<file path="config.mk">
export PLATFORM = sky130hd
export DESIGN_NAME = osa_ctrl
export DESIGN_NICKNAME = d
export VERILOG_FILES = /design/src/core/osa_pkg.sv /design/src/core/osa_port.sv /design/src/core/osa_ctrl.sv
export VERILOG_INCLUDE_DIRS = /design/src /design/src/core
export SDC_FILE = /design/constraint.sdc
export NUM_CORES = 1
export LEC_CHECK = 0
export ABC_AREA = 1
export BUFFER_PORTS_ARGS = -buffer_cell sky130_fd_sc_hd__buf_2
export CAP_MARGIN = 20
export CORE_ASPECT_RATIO = 2
export CORE_UTILIZATION = 45
export DETAILED_ROUTE_END_ITERATION = 6
export SLEW_MARGIN = 20
export SYNTH_ARGS = -nofsm -noshare
export SYNTH_HDL_FRONTEND = slang
export SYNTH_HIERARCHICAL = 1
export SYNTH_SLANG_ARGS = --single-unit
</file>
<file path="constraint.sdc">
create_clock -name mclk -period 3.16 [get_ports mclk]
set_input_delay 0.474 -clock mclk [delete_from_list [all_inputs] [get_ports mclk]]
set_output_delay 0.474 -clock mclk [all_outputs]
set_load 0.005 [all_outputs]
</file>
<file path="src/core/osa_params.svh">
// constants for the optical switch and attenuator port controller
// Summary of operation
// released park: code n joins common 1 to channel n+1; code 31 blocks it
// non-blocking 2xN: common 2 follows code n; code 0 blocks common 2
// park low drives both commons to reset whatever the code bits hold
// after busy rises, travel takes 16 ms per channel passed
// host ignores optical output while the armature travels
// 300 ms debounce after travel, then busy drops
// prism switches follow relay register 00h writes directly, nothing else
// four ports each jumpered as switch port or attenuator port
// write to relay 02..05 on an attenuator port starts its command
// host writes a control word then the attenuator data word
// attenuator resets itself at power-up and parks at minimum loss
// uncalibrated step: one motor step up or down, no dB conversion
// calibrated set: dB request becomes a step position, motor goes there
// after an uncalibrated step the attenuation query is invalid until calibrated move
// busy rises on set or reset and stays while command runs
// host sends no command while busy is high
// error on out-of-range request or failed park search
// host reads min 82h and max 83h before calibrated use
// opcode 80h sets the attenuation
// channel code leaves on five parallel lines 4..0
// busy and error levels readable by software
// new port command held until busy is low
`ifndef OSA_PARAMS_SVH
`define OSA_PARAMS_SVH

`define OSA_CLK_KHZ 40000
`define OSA_TRAVEL_MS 16
`define OSA_DEBOUNCE_MS 300
`define OSA_STEP_US 2000
`define OSA_TRAVEL_CYC (`OSA_TRAVEL_MS * `OSA_CLK_KHZ)
`define OSA_DEBOUNCE_CYC (`OSA_DEBOUNCE_MS * `OSA_CLK_KHZ)
`define OSA_STEP_CYC (`OSA_STEP_US * `OSA_CLK_KHZ / 1000)

`define OSA_NPORT 4
`define OSA_CODE_W 5

`define OSA_IDX_PRISM 6'h00
`define OSA_IDX_RELAY_FIRST 6'h02
`define OSA_IDX_PARK 6'h09
`define OSA_IDX_STATUS 6'h0a
`define OSA_IDX_ATTOP 6'h0c
`define OSA_IDX_RESULT 6'h10

`define OSA_ST_BUSY_LSB 0
`define OSA_ST_ERR_LSB 8
`define OSA_ST_PEND_LSB 16
`define OSA_ST_JMP_LSB 24

`define OSA_PARK_RST 4'hf
`define OSA_ATTOP_RST 8'h80

`define OSA_OP_SET 8'h80
`define OSA_OP_QATT 8'h81
`define OSA_OP_QMIN 8'h82
`define OSA_OP_QMAX 8'h83
`define OSA_OP_UP 8'h84
`define OSA_OP_DOWN 8'h85
`define OSA_OP_RESET 8'h86

`endif

</file>
<file path="src/core/osa_pkg.sv">
// types shared by the optical port controller
package osa_pkg;
    typedef enum logic [1:0] {OSA_IDLE, OSA_TRAVEL, OSA_SETTLE} osa_state_e;
    typedef logic [7:0] osa_op_t;
endpackage

</file>
<file path="src/core/osa_port.sv">
// one port engine: armature or attenuator motor with travel and debounce
`timescale 1ns/1ps
`default_nettype none
`include "osa_params.svh"
module osa_port
    import osa_pkg::*;
#(
    parameter logic [23:0] TRAVEL_CYC = 24'(`OSA_TRAVEL_CYC),
    parameter logic [23:0] SETTLE_CYC = 24'(`OSA_DEBOUNCE_CYC),
    parameter logic [23:0] STEP_CYC = 24'(`OSA_STEP_CYC),
    parameter int STEP_W = 12,
    parameter logic [15:0] ATT_MIN = 16'h0000,
    parameter logic [15:0] ATT_MAX = 16'h04b0
) (
    input wire logic mclk,
    input wire logic rst_n,
    input wire logic ce,
    input wire logic is_atten,
    input wire logic park_n,
    input wire logic start,
    input wire osa_op_t op,
    input wire logic [15:0] data,
    input wire logic home_ok,
    output logic taken,
    output logic busy_q,
    output logic error_q,
    output logic [`OSA_CODE_W-1:0] code_q,
    output logic [15:0] result_q,
    output logic valid_q
);
    osa_state_e st_q, st_d;
    logic [23:0] cnt_q, cnt_d, unit;
    logic [STEP_W-1:0] pos_q, pos_d, tgt_q, tgt_d;
    logic busy_d, error_d, valid_d, boot_q, boot_d, homing_q, homing_d;
    logic [`OSA_CODE_W-1:0] code_d;
    logic [15:0] result_d;

    assign unit = is_atten ? STEP_CYC : TRAVEL_CYC;

    always_comb begin
        st_d = st_q;
        cnt_d = cnt_q;
        pos_d = pos_q;
        tgt_d = tgt_q;
        error_d = error_q;
        valid_d = valid_q;
        boot_d = boot_q;
        homing_d = homing_q;
        code_d = code_q;
        result_d = result_q;
        taken = 1'b0;
        case (st_q)
            OSA_IDLE: begin
                if (boot_q || (!park_n && pos_q != '0)) begin
                    // power-up homing and park both end at position zero
                    st_d = OSA_TRAVEL;
                    tgt_d = '0;
                    boot_d = 1'b0;
                    homing_d = 1'b1;
                    error_d = 1'b0;
                    cnt_d = '0;
                end else if (start && park_n) begin
                    taken = 1'b1;
                    cnt_d = '0;
                    if (!is_atten) begin
                        code_d = data[`OSA_CODE_W-1:0];
                        // position k+1 is common 1 on k+1, common 2 on k
                        tgt_d = STEP_W'(data[`OSA_CODE_W-1:0]) + STEP_W'(1);
                        st_d = OSA_TRAVEL;
                    end else begin
                        case (op)
                            `OSA_OP_SET: begin
                                if (data < ATT_MIN || data > ATT_MAX) begin
                                    error_d = 1'b1;
                                end else begin
                                    tgt_d = data[STEP_W-1:0];
                                    valid_d = 1'b1;
                                    error_d = 1'b0;
                                    st_d = OSA_TRAVEL;
                                end
                            end
                            `OSA_OP_UP: begin
                                if (pos_q < ATT_MAX[STEP_W-1:0]) begin
                                    tgt_d = pos_q + STEP_W'(1);
                                    valid_d = 1'b0;
                                    st_d = OSA_TRAVEL;
                                end
                            end
                            `OSA_OP_DOWN: begin
                                if (pos_q != '0) begin
                                    tgt_d = pos_q - STEP_W'(1);
                                    valid_d = 1'b0;
                                    st_d = OSA_TRAVEL;
                                end
                            end
                            `OSA_OP_RESET: begin
                                tgt_d = '0;
                                homing_d = 1'b1;
                                error_d = 1'b0;
                                st_d = OSA_TRAVEL;
                            end
                            `OSA_OP_QATT: result_d = 16'(pos_q);
                            `OSA_OP_QMIN: result_d = ATT_MIN;
                            `OSA_OP_QMAX: result_d = ATT_MAX;
                            default: result_d = result_q;
                        endcase
                    end
                end
            end
            OSA_TRAVEL: begin
                if (pos_q == tgt_q) begin
                    st_d = OSA_SETTLE;
                    cnt_d = '0;
                end else if (cnt_q == unit - 24'h00_0001) begin
                    cnt_d = '0;
                    pos_d = (tgt_q > pos_q) ? pos_q + STEP_W'(1) : pos_q - STEP_W'(1);
                end else begin
                    cnt_d = cnt_q + 24'h00_0001;
                end
            end
            OSA_SETTLE: begin
                if (cnt_q == SETTLE_CYC - 24'h00_0001) begin
                    st_d = OSA_IDLE;
                    cnt_d = '0;
                    homing_d = 1'b0;
                    if (homing_q && !home_ok) begin
                        error_d = 1'b1;
                    end
                end else begin
                    cnt_d = cnt_q + 24'h00_0001;
                end
            end
            default: st_d = OSA_IDLE;
        endcase
        busy_d = (st_d != OSA_IDLE);
    end

    always_ff @(posedge mclk) begin
        if (!rst_n) begin
            st_q <= OSA_IDLE;
            cnt_q <= '0;
            pos_q <= '0;
            tgt_q <= '0;
            busy_q <= 1'b0;
            error_q <= 1'b0;
            valid_q <= 1'b0;
            boot_q <= 1'b1;
            homing_q <= 1'b0;
            code_q <= '0;
            result_q <= 16'h0000;
        end else if (ce) begin
            st_q <= st_d;
            cnt_q <= cnt_d;
            pos_q <= pos_d;
            tgt_q <= tgt_d;
            busy_q <= busy_d;
            error_q <= error_d;
            valid_q <= valid_d;
            boot_q <= boot_d;
            homing_q <= homing_d;
            code_q <= code_d;
            result_q <= result_d;
        end
    end
endmodule
`default_nettype wire

</file>
<file path="src/core/osa_ctrl.sv">
// optical switch and attenuator controller with wishbone register file
`timescale 1ns/1ps
`default_nettype none
`include "osa_params.svh"
module osa_ctrl
    import osa_pkg::*;
#(
    parameter logic [23:0] TRAVEL_CYC = 24'(`OSA_TRAVEL_CYC),
    parameter logic [23:0] SETTLE_CYC = 24'(`OSA_DEBOUNCE_CYC),
    parameter logic [23:0] STEP_CYC = 24'(`OSA_STEP_CYC),
    parameter int STEP_W = 12,
    parameter logic [15:0] ATT_MIN = 16'h0000,
    parameter logic [15:0] ATT_MAX = 16'h04b0
) (
    input wire logic mclk,
    input wire logic rst_n,
    input wire logic ce,
    input wire logic wb_cyc_i,
    input wire logic wb_stb_i,
    input wire logic wb_we_i,
    input wire logic [7:0] wb_adr_i,
    input wire logic [3:0] wb_sel_i,
    input wire logic [31:0] wb_dat_i,
    output logic [31:0] wb_dat_o,
    output logic wb_ack_o,
    input wire logic [`OSA_NPORT-1:0] port_atten_i,
    input wire logic [`OSA_NPORT-1:0] home_ok_i,
    output logic [7:0] prism_ctrl_o,
    output logic [`OSA_NPORT*`OSA_CODE_W-1:0] channel_code_o,
    output logic [`OSA_NPORT-1:0] park_n_o,
    output logic [`OSA_NPORT-1:0] busy_o,
    output logic [`OSA_NPORT-1:0] error_o
);
    localparam int NPORT = `OSA_NPORT;

    logic [5:0] idx;
    logic acc, wr_en;
    logic ack_q, ack_d;
    logic [31:0] dat_q, dat_d;
    logic [7:0] relay0_q, relay0_d;
    logic [3:0] park_q, park_d;
    logic [3:0] jmp_q;
    logic [31:0] rd;
    logic [31:0] mrg_relay0, mrg_park;

    logic [NPORT-1:0] busy_w, err_w, valid_w, pend_w;
    logic [15:0] res_w [NPORT];
    logic [15:0] pdat_w [NPORT];
    osa_op_t aop_w [NPORT];

    // byte-lane merge of a write into a stored word
    function automatic logic [31:0] osa_merge(
        input logic [31:0] old,
        input logic [31:0] nw,
        input logic [3:0] sel
    );
        logic [31:0] r;
        r = old;
        for (int b = 0; b < 4; b++) begin
            if (sel[b]) begin
                r[8*b +: 8] = nw[8*b +: 8];
            end
        end
        return r;
    endfunction

    assign idx = wb_adr_i[7:2];
    assign acc = wb_cyc_i & wb_stb_i & ~ack_q;
    assign wr_en = acc & wb_we_i;
    assign mrg_relay0 = osa_merge({24'h00_0000, relay0_q}, wb_dat_i, wb_sel_i);
    assign mrg_park = osa_merge({28'h000_0000, park_q}, wb_dat_i, wb_sel_i);

    // read mux; unmapped words read zero
    always_comb begin
        rd = 32'h0000_0000;
        if (idx == `OSA_IDX_PRISM) begin
            rd = {24'h00_0000, relay0_q};
        end else if (idx == `OSA_IDX_PARK) begin
            rd = {28'h000_0000, park_q};
        end else if (idx == `OSA_IDX_STATUS) begin
            rd[`OSA_ST_BUSY_LSB +: 4] = busy_w;
            rd[`OSA_ST_ERR_LSB +: 4] = err_w;
            rd[`OSA_ST_PEND_LSB +: 4] = pend_w;
            rd[`OSA_ST_JMP_LSB +: 4] = jmp_q;
        end
        for (int p = 0; p < NPORT; p++) begin
            if (idx == 6'(`OSA_IDX_RELAY_FIRST + p)) begin
                rd = {16'h0000, pdat_w[p]};
            end
            if (idx == 6'(`OSA_IDX_ATTOP + p)) begin
                rd = {24'h00_0000, aop_w[p]};
            end
            if (idx == 6'(`OSA_IDX_RESULT + p)) begin
                rd = {15'h0000, valid_w[p], res_w[p]};
            end
        end
    end

    always_comb begin
        ack_d = acc;
        dat_d = acc ? rd : dat_q;
        relay0_d = relay0_q;
        park_d = park_q;
        if (wr_en && idx == `OSA_IDX_PRISM) begin
            relay0_d = mrg_relay0[7:0];
        end
        if (wr_en && idx == `OSA_IDX_PARK) begin
            park_d = mrg_park[3:0];
        end
    end

    always_ff @(posedge mclk) begin
        if (!rst_n) begin
            ack_q <= 1'b0;
            dat_q <= 32'h0000_0000;
            relay0_q <= 8'h00;
            park_q <= `OSA_PARK_RST;
            jmp_q <= 4'h0;
        end else if (ce) begin
            ack_q <= ack_d;
            dat_q <= dat_d;
            relay0_q <= relay0_d;
            park_q <= park_d;
            jmp_q <= port_atten_i;
        end
    end

    assign wb_ack_o = ack_q;
    assign wb_dat_o = dat_q;
    assign prism_ctrl_o = relay0_q;
    assign park_n_o = park_q;
    assign busy_o = busy_w;
    assign error_o = err_w;

    for (genvar p = 0; p < NPORT; p++) begin : g_port
        logic pend_q, pend_d, taken;
        logic [15:0] pdat_q, pdat_d;
        osa_op_t aop_q, aop_d, pop_q, pop_d;
        logic [`OSA_CODE_W-1:0] code;
        logic [31:0] mrg_pdat, mrg_aop;

        assign mrg_pdat = osa_merge({16'h0000, pdat_q}, wb_dat_i, wb_sel_i);
        assign mrg_aop = osa_merge({24'h00_0000, aop_q}, wb_dat_i, wb_sel_i);

        always_comb begin
            // a new write in the cycle of the hand-off re-arms the request
            pend_d = pend_q & ~taken;
            pdat_d = pdat_q;
            aop_d = aop_q;
            pop_d = pop_q;
            if (wr_en && idx == 6'(`OSA_IDX_RELAY_FIRST + p)) begin
                pend_d = 1'b1;
                pdat_d = mrg_pdat[15:0];
                pop_d = aop_q;
            end
            if (wr_en && idx == 6'(`OSA_IDX_ATTOP + p)) begin
                aop_d = mrg_aop[7:0];
            end
        end

        always_ff @(posedge mclk) begin
            if (!rst_n) begin
                pend_q <= 1'b0;
                pdat_q <= 16'h0000;
                aop_q <= `OSA_ATTOP_RST;
                pop_q <= `OSA_ATTOP_RST;
            end else if (ce) begin
                pend_q <= pend_d;
                pdat_q <= pdat_d;
                aop_q <= aop_d;
                pop_q <= pop_d;
            end
        end

        osa_port #(
            .TRAVEL_CYC(TRAVEL_CYC),
            .SETTLE_CYC(SETTLE_CYC),
            .STEP_CYC(STEP_CYC),
            .STEP_W(STEP_W),
            .ATT_MIN(ATT_MIN),
            .ATT_MAX(ATT_MAX)
        ) u_port (
            .mclk(mclk),
            .rst_n(rst_n),
            .ce(ce),
            .is_atten(jmp_q[p]),
            .park_n(park_q[p]),
            .start(pend_q),
            .op(pop_q),
            .data(pdat_q),
            .home_ok(home_ok_i[p]),
            .taken(taken),
            .busy_q(busy_w[p]),
            .error_q(err_w[p]),
            .code_q(code),
            .result_q(res_w[p]),
            .valid_q(valid_w[p])
        );

        assign channel_code_o[p*`OSA_CODE_W +: `OSA_CODE_W] = code;
        assign pend_w[p] = pend_q;
        assign pdat_w[p] = pdat_q;
        assign aop_w[p] = aop_q;
    end
endmodule
`default_nettype wire

</file>
After elaboration in Yosys (flattened, before gate mapping)
Cells that the tools add are included.
{"block": "word_totals", "ff_bits": 485, "latchBits": 0, "ram_bits": 0, "mem_bits_ro": 0, "inputBits": 58, "out_inout_bits": 73, "word_cells": 582, "mem_count": 0}
{"block": "classes", "add_sub_neg": 20, "mul": 0, "div_mod_pow": 0, "n_lt_le_gt_ge": 16, "n_eq_ne": 114, "shift": 0, "n_mux": 213, "bitwise_logic": 24, "n_reduce_logical": 126}
{"operator": "2-to-1 mux 24 bit", "count": 20}
{"operator": "2-to-1 mux 32 bit", "count": 12}
{"operator": "2-to-1 mux 12 bit", "count": 28}
{"operator": "case mux 24 bit (3 select lines)", "count": 4}
{"operator": "== test 8 bit (second input constant)", "count": 28}
{"operator": "case mux 12 bit (4 select lines)", "count": 4}
{"operator": "case mux 16 bit (3 select lines)", "count": 4}
{"operator": "adder 24 x 1 -> 24 bit (second input constant)", "count": 4}
{"operator": "== test 24 bit", "count": 4}
{"operator": "== test 24 bit (second input constant)", "count": 4}
{"operator": "subtractor 24 x 1 -> 24 bit (second input constant)", "count": 4}
{"operator": "2-to-1 mux 20 bit", "count": 4}
{"operator": "2-to-1 mux 1 bit", "count": 72}
{"operator": "AND reduction 3 bit", "count": 22}
{"operator": "> comparator 16 x 11 -> 1 bit (second input constant)", "count": 4}
{"operator": "< comparator 16 x 1 -> 1 bit (second input constant)", "count": 4}
{"operator": "2-to-1 mux 2 bit", "count": 32}
{"operator": "AND reduction 7 bit", "count": 8}
{"operator": "adder 12 x 1 -> 12 bit (second input constant)", "count": 4}
{"operator": "== test 12 bit", "count": 4}
{"operator": "> comparator 12 bit", "count": 4}
{"operator": "< comparator 12 x 11 -> 1 bit (second input constant)", "count": 4}
{"operator": "AND reduction 6 bit", "count": 8}
{"operator": "nonzero test 12 bit", "count": 4}
{"operator": "other kinds (34)", "count": 223}

Longest topological paths before layout
Gate-level depths: netlist (run 1).
{"block": "depth", "depth_word": 16, "mapped_depth": 16, "ltp_nobuf": 15}

Cells and area by module
The synthesis (run 1) kept the hierarchy.
{"mod": "osa_port (g_port[1].u_port ...)", "instances": 2, "cells_per_inst": 830, "area_each_um2": 5460.2, "seq_area_each_um2": 1441.4}
{"mod": "osa_ctrl", "instances": 1, "cells_per_inst": 1040, "area_each_um2": 7694.9, "seq_area_each_um2": 3463.3}
{"mod": "osa_port (g_port[3].u_port)", "instances": 1, "cells_per_inst": 830, "area_each_um2": 5525.3, "seq_area_each_um2": 1441.4}
{"mod": "osa_port (g_port[0].u_port)", "instances": 1, "cells_per_inst": 849, "area_each_um2": 5412.7, "seq_area_each_um2": 1441.4}

Worst setup path before layout (run 1)
OpenSTA, ideal clock, no wires.
{"block": "synth_timing", "path_kind": "reg2reg", "start": "register g_port[0].u_port.pos_q[10]", "end": "register g_port[0].u_port.cnt_q[20]", "setup_ps": 115, "arrival_ps": 1911, "t_required_ps": 3045, "slack_ps": 1134, "path_stages_with_launch": 15, "path_buffers": 1, "period_less_slack_ps": 2026, "cell_sequence": "dfxtp_1 -> clkinv_1 -> ha_1 -> nand2_1 -> nor2_1 -> nand2_1 -> inv_1 -> nand2_1 -> nand2_1 -> nand2_1 -> nand3_2 -> nand2_2 -> nand2_2 -> buf_6 -> nor2_1"}
{"block": "synth_via", "elab_chain_cells": 5, "word_cells_on_any_way": 9, "classes_between": "eq/ne: 2; mux: 3; reduce/logical: 4"}
{"item": "start: declaration", "line_no": "osa_port.sv:33", "source": "logic [STEP_W-1:0] pos_q, pos_d, tgt_q, tgt_d;"}
{"item": "start signal: assignment", "line_no": "osa_port.sv:154", "source": "pos_q <= pos_d;"}
{"item": "nonzero test 12 bit", "line_no": "osa_port.sv:54", "source": "if (boot_q || (!park_n && pos_q != '0)) begin"}
{"item": "logical AND 1 bit", "line_no": "osa_port.sv:54"}
{"item": "logical OR 1 bit", "line_no": "osa_port.sv:54"}
{"item": "inequality test 3 x 1 -> 1 bit (no source line) or 2-to-1 mux 24 bit (tied branches)"}
{"item": "AND reduction 3 bit (no source line) or case mux 24 bit (3 select lines) (tied branches)"}
{"item": "end signal: assignment", "line_no": "osa_port.sv:153", "source": "cnt_q <= cnt_d;"}
{"item": "end: declaration", "line_no": "osa_port.sv:32", "source": "logic [23:0] cnt_q, cnt_d, unit;"}
Several ways; a longest one is shown, not always the timed one.
A chain may end at the register's enable or synchronous reset.

Worst setup path after layout (run 1)
{"block": "layout_timing", "start": "register g_port[2].u_port.pos_q[9]", "end": "register g_port[2].u_port.pos_q[5]"}
{"block": "layout_via", "elab_chain_cells": 3, "word_cells_on_any_way": 5, "classes_between": "order compare: 1; eq/ne: 1; mux: 1; bitwise: 1; reduce/logical: 1"}
{"item": "start: declaration", "line_no": "osa_port.sv:33"}
{"item": "start signal: assignment", "line_no": "osa_port.sv:154"}
{"item": "parallel branches: the longest is 3 deep, another holds > comparator 12 bit"}
Several ways; the timed one is not identified.

==> impl_metrics.yaml, run 1 <==
outcome:
  status: "complete, no violations"
finish:
  final_common_cell: "nand2_1"
  final_cell_mix: "851 x nand2_1, 575 x nor2_1, 461 x dfxtp_1"
  fin_nets: 4608
  area_growth_pct: 9.31
  design_area_um2: 32300
  drive_gt1_frac: 0.128
sta:
  skew_ps: 21.1
  setup-violations-final: 0
  period_needed_ps: 2600
  hold_viol: 0
  rsz0062_at_grt: "no"
  max_slew_margin: 0.351
  drv_slew: 0
  holdWs_ps: 114
  tightest_slew_ps: 973
  fmax_ghz: 0.385
  finalCritPeriodShare: 0.822
  tns_ps: 0
synth:
  postSynthAreaPerCell_um2: 6.75
  synth-seq-cells: 461
  yosysWarnings: 6
  synth-edff-count: 0
  syn_area_um2: 29600
  ys_seq_area_frac: 0.312
  async_flop_share: 0
  synthDistinctLibCells: 65
  yosys_most_used_dff: "dfxtp_1"
  syn_inst: 4379
global_routing:
  busiest_layer: "met2"
  gr-total-overflow: 0
  grt_pass1_wl_um: 160000
  grt_max_degree: 89
  met1_usage: 0.300
  grt_util_met3: 0.0407
  antenna_found_initial: 2
  grtUsageTotal: 0.311
  grt_pass1_vias: 28500
  grt_use_met2: 0.594
routing:
  drt_iter0_markers: 1710
  first_pass_iters: 6
  vias: 29300
  vias_per_cell: 5.46
  wl_per_cell_um: 19.5
  ant_nets: 0
  routed_wl_um: 105000
  drcViolationCount: 0
setup_path:
  critPathCaptureType: "flop"
  r2r_slack_ps: 560
  crit_path_start: "g_port[2].u_port/pos_q[9]"
  cp.required_ps: 3650
  cp.arrival_ps: 3090
  path_class: "reg -> reg"
  crit_fanout: 19
  r2r-start: "g_port[2].u_port/pos_q[9]"
  start_kind: "flop"
cts:
  cts.htree.levels: 2
  cts_tree: "done"
  cts_buffers: 47
  clkSinkCount: 461
  cts.clk_slew.worst_paths_ps: 60
  hold_buffers: 0
  cts_resized: 0
  worstSkewPairLatency_ps: 610
  post_cts_buffers: 0
  cts_buffer_depth: 3
  root_buffer: "clkbuf_16"
place:
  hpwl_um: 81500
  placedInstanceArea_um2: 30700
  portBuffers: 102
  place.gp.congestion: 0.983
hold_path:
  hold_path.class: "in -> reg"
  min_from: "port_atten_i[3]"
floorplan:
  ios: 131
  start_util: 0.455
  die_w_um: 183
  coreArea_um2: 64900
  rows: 132
  die_y_um: 364
  dieArea_um2: 66800
power:
  total_power_mw: 13.4
  ir_worst_vdd_v: 0.000466
  power_density_nw_per_um2: 415
  p_leak_nw: 13.7
run:
  max-cap-violations: 0
[power by group]
group / switching [mW] / internal, mW
Clock: 2.56 / 3.36
Combinational: 1.08 / 0.440
Sequential: 0.0843 / 5.89
Total: 3.73 / 9.69
[cell type report]
class | instances | area [um2]
Fill cell | 6863 | 32600
Multi-Input combinational cell | 3254 | 17300
Sequential cell | 461 | 9230
Inverter | 512 | 1950
Clock buffer | 65 | 1340
Timing Repair Buffer | 186 | 1160
Tap cell | 871 | 1090
Clock inverter | 16 | 226
Antenna cell | 1 | 2.50
[critical path: stages (launching register included)]
cell	delay, ps
dfxtp_1	460
inv_1	160
ha_1	330
nand4_1	140
nor2_1	430
nand2_1	90
nand2_1	90
inv_1	50
nand3_2	160
clkinv_2	260
o211ai_1	250
inv_1	60
[synth_stat cells, types with 8 or more instances]
| master | instances | area [um2] |
|---|---|---|
| xor2_1 | 78 | 683 |
| nand3_1 | 329 | 1650 |
| o21ai_1 | 21 | 105 |
| a211oi_1 | 17 | 128 |
| clkbuf_1 | 57 | 214 |
| buf_6 | 32 | 360 |
| nor2_4 | 22 | 248 |
| nand2_2 | 57 | 357 |
| o211ai_1 | 42 | 315 |
| nor2_1 | 576 | 2160 |
| buf_4 | 38 | 285 |
| o21ai_0 | 273 | 1370 |
| ha_1 | 88 | 1100 |
| a21oi_1 | 360 | 1800 |
| clkinv_2 | 8 | 40.0 |
| nor3b_1 | 13 | 97.6 |
| a31oi_1 | 11 | 68.8 |
| nand4_1 | 107 | 669 |
| nand2_1 | 851 | 3190 |
| nor3_1 | 69 | 345 |
| xnor2_1 | 24 | 210 |
| inv_2 | 41 | 154 |
| nor3_2 | 9 | 90.1 |
| nand3_2 | 17 | 170 |
| a211oi_2 | 10 | 125 |
| nor2_8 | 9 | 180 |
| dfxtp_1 | 461 | 9230 |
| nor2_2 | 39 | 244 |
| o21a_1 | 53 | 398 |
| nand2_4 | 33 | 372 |
| buf_2 | 35 | 175 |
| inv_1 | 446 | 1670 |
| or2_2 | 11 | 68.8 |
| clkinv_1 | 11 | 41.3 |
| nor4_1 | 14 | 87.6 |
| a21oi_2 | 27 | 236 |
[metrics by stage]
| step | utilization | setup slack [ps] | instances |
|---|---|---|---|
| 6_report | 0.498 | 564 | 5366 |
| 5_1_grt | 0.498 | 326 | 5365 |
| 4_1_cts | 0.498 | 572 | 5365 |
| 3_5_place_dp | 0.474 | 311 | 5284 |
| 3_3_place_gp | 0.474 | 394 | 5284 |
| 2_1_floorplan | - | 1130 | 4398 |
[state kept, by name, indices dropped and copies added, names as in the netlist]
name,flops
g_port.u_port/cnt_q,96
g_port.pdat_q,64
g_port.u_port/pos_q,48
g_port.u_port/result_q,48
g_port.u_port/tgt_q,48
g_port.aop_q,32
g_port.pop_q,32
wb_dat_o,24
g_port.u_port/code_q,20
g_port.u_port/st_q,8
prism_ctrl_o,8
g_port.pend_q,4
g_port.u_port/boot_q,4
g_port.u_port/busy_q,4
g_port.u_port/error_q,4
g_port.u_port/homing_q,4
g_port.u_port/valid_q,4
jmp_q,4
park_n_o,4
wb_ack_o,1
[worst paths after layout]
kind | endpoint | cells after the start
max | g_port[2].u_port/pos_q[5] | 11
min | jmp_q[3] | 3
max reg2reg | g_port[2].u_port/pos_q[5] | 11
min reg2reg | g_port[0].pop_q[7] | 2
[metal layers]
metal	vias up	wire length, um
met3	346	4570
met1	13600	36600
met2	845	54700
li1	14500	-
met4	4	8750
met5	-	23
[logic make-up after synthesis]
| kind of cell | share of synthesized area |
|---|---|
| AOI/OAI and AO/OA | 0.164 |
| and+or+nand+nor | 0.351 |
| DFF | 0.312 |
| xor gates and xnor gates | 0.0302 |
| adders and majority gates | 0.0373 |
| buffers and inverters | 0.105 |
| other | 0.000635 |
Note: power is estimated with default switching activity, not from simulation.
==> inputs of run 2 (changes only) <==
- clock period: 3.16 -> 2.4 ns (I/O delays scaled with it)
==> run 2 against run 1 <==
Net effect: critical path depth increased by 1; global-route usage grew 0.56 points; sequential cell count did not move; clock skew grew 9.7 ps; fmax is 17% higher; sequential share of layout area is 1.1 points lower; register-to-register slack worse by 390 ps; non-clock buffer count rose by 154; clock-buffer cell count shrank 2; clock power up 30%; worst setup slack got worse by 390 ps; sequential power rose by 32%; critical endpoint is now g_port[1].u_port/pos_q[6]; largest power group unchanged.
==> impl_metrics.yaml, run 2 (synthesis gave the netlist of run 1 again) <==
finish:
  fin_nets: 4763
  multiInputGateArea_um2: 17300
  seq_area_um2: 9230
  fin_cells: 5527
  top_regs: "g_port.u_port/cnt_q (96), g_port.pdat_q (64)"
  drive_gt1_frac: 0.159
  top_register: "g_port.u_port/cnt_q"
  final_cell_mix: "851 x nand2_1, 575 x nor2_1, 460 x dfxtp_1"
  final_common_cell: "nand2_1"
  area_growth_pct: 13.6
  fill_cells: 6802
  largest_register_ff_count: 96
  design_area_um2: 33600
  fin_util: 0.517
setup_path:
  cp.required_ps: 2880
  r2r-start: "g_port[1].u_port/pos_q[6]"
  path_class: "reg -> reg"
  cp.arrival_ps: 2710
  crit_path_start: "g_port[1].u_port/pos_q[6]"
  critPathCaptureType: "flop"
  start_kind: "flop"
  crit_fanout: 5
global_routing:
  antenna_found_initial: 1
  grt_max_degree: 74
  gr-total-overflow: 0
  grt_pass1_vias: 29400
  grtUsageTotal: 0.317
  grt_pass1_wl_um: 163000
sta:
  tns_ps: 0
  skew_ps: 30.8
  drv_slew: 0
  period_needed_ps: 2220
  worst_slack_ps: 175
  tightest_slew_ps: 944
  fmax_ghz: 0.450
  finalCritPeriodShare: 0.927
  holdWs_ps: 61.2
  setup-violations-final: 0
  hold_viol: 0
  max_slew_margin: 0.370
power:
  power_density_nw_per_um2: 528
  p_int_mw: 12.7
  p_comb_frac: 0.123
  seq_power_share: 0.443
  total_power_mw: 17.7
  ir_worst_vdd_v: 0.000548
  p_leak_nw: 14.4
  switching_share: 0.283
  clkPwrFrac: 0.434
  power.net_switching_mw: 5.02
place:
  place.gp.congestion: 0.990
  hpwl_um: 83900
  dp_cells: 5433
  placedInstanceArea_um2: 31900
  portBuffers: 102
  place_ws_ps: 134
cts:
  root_buffer: "clkbuf_16"
  cts.htree.levels: 2
  cts_tree: "done"
  cts_buffers: 47
  cts_buffer_depth: 3
  cts.clk_slew.worst_paths_ps: 70
  clkSinkCount: 461
  worstSkewPairLatency_ps: 600
routing:
  ant_nets: 0
  vias_per_cell: 5.41
  drcViolationCount: 0
  vias: 29900
  drt_iter0_markers: 1747
  routed_wl_um: 106000
  wl_per_cell_um: 19.3
  first_pass_iters: 6
floorplan:
  die_y_um: 364
  die_w_um: 183
  ios: 131
  dieArea_um2: 66800
  rows: 132
  start_util: 0.455
  coreArea_um2: 64900
hold_path:
  hold_path.class: "in -> reg"
  min_from: "wb_dat_i[14]"
outcome:
  status: "complete, no violations"
run:
  max-cap-violations: 0
## run 2: layout make-up
cell class                      count  share of cell area
Clock inverter                     24             0.00719
Multi-Input combinational cell   3254               0.516
Sequential cell                   461               0.275
Clock buffer                       63              0.0398
Tap cell                          871              0.0325
Inverter                          512              0.0584
Timing Repair inverter              1            0.000224
Timing Repair Buffer              340              0.0714
Antenna cell                        1           0.0000745
## run 2: path summary, 6_finish.rpt
check	cells after the start	end	slack, ps
setup / recovery	12	g_port[1].u_port/pos_q[6]	180
hold / removal	3	g_port[2].pdat_q[14]	60
setup reg to reg	12	g_port[1].u_port/pos_q[6]	180
hold reg to reg	2	g_port[3].u_port/homing_q	450
## run 2: timing repair
item                                   4_1_cts  5_1_grt
hold buffers                                 3        0
resized for setup                            0        6
setup buffers                                0        2
setup endpoints to repair                    0       19
endpoints found under the hold margin        4        0
## run 2: routing by layer
metal	track usage	vias to the layer above	wire length, um	share of wire
met2	0.607	897	55800	0.52
met5	0	-	11	0.00010
li1	-	14800	-	-
met1	0.303	13800	36900	0.35
met4	0.241	2	9010	0.085
met3	0.0411	365	4710	0.044
## run 2: worst max-delay path: stages (launching register included)
cell and delay (ps):
dfxtp_1 330, inv_1 110, ha_1 330, nand4_1 170, nor2_1 220, nand2_1 90
nand3_1 70, nand2_1 170, buf_4 220, a21oi_1 160, nand2_1 100, o211ai_1 90
inv_1 50
## run 2: power by group through the flow
stage               combinational, mW  clock, mW  sequential [mW]
floorplan                        1.42          0             7.99
global placement                 2.12          0             8.03
detailed placement               2.14          0             8.04
CTS                              2.15       7.87             7.86
global route                     2.38       8.17             7.87
finish                           2.18       7.70             7.86
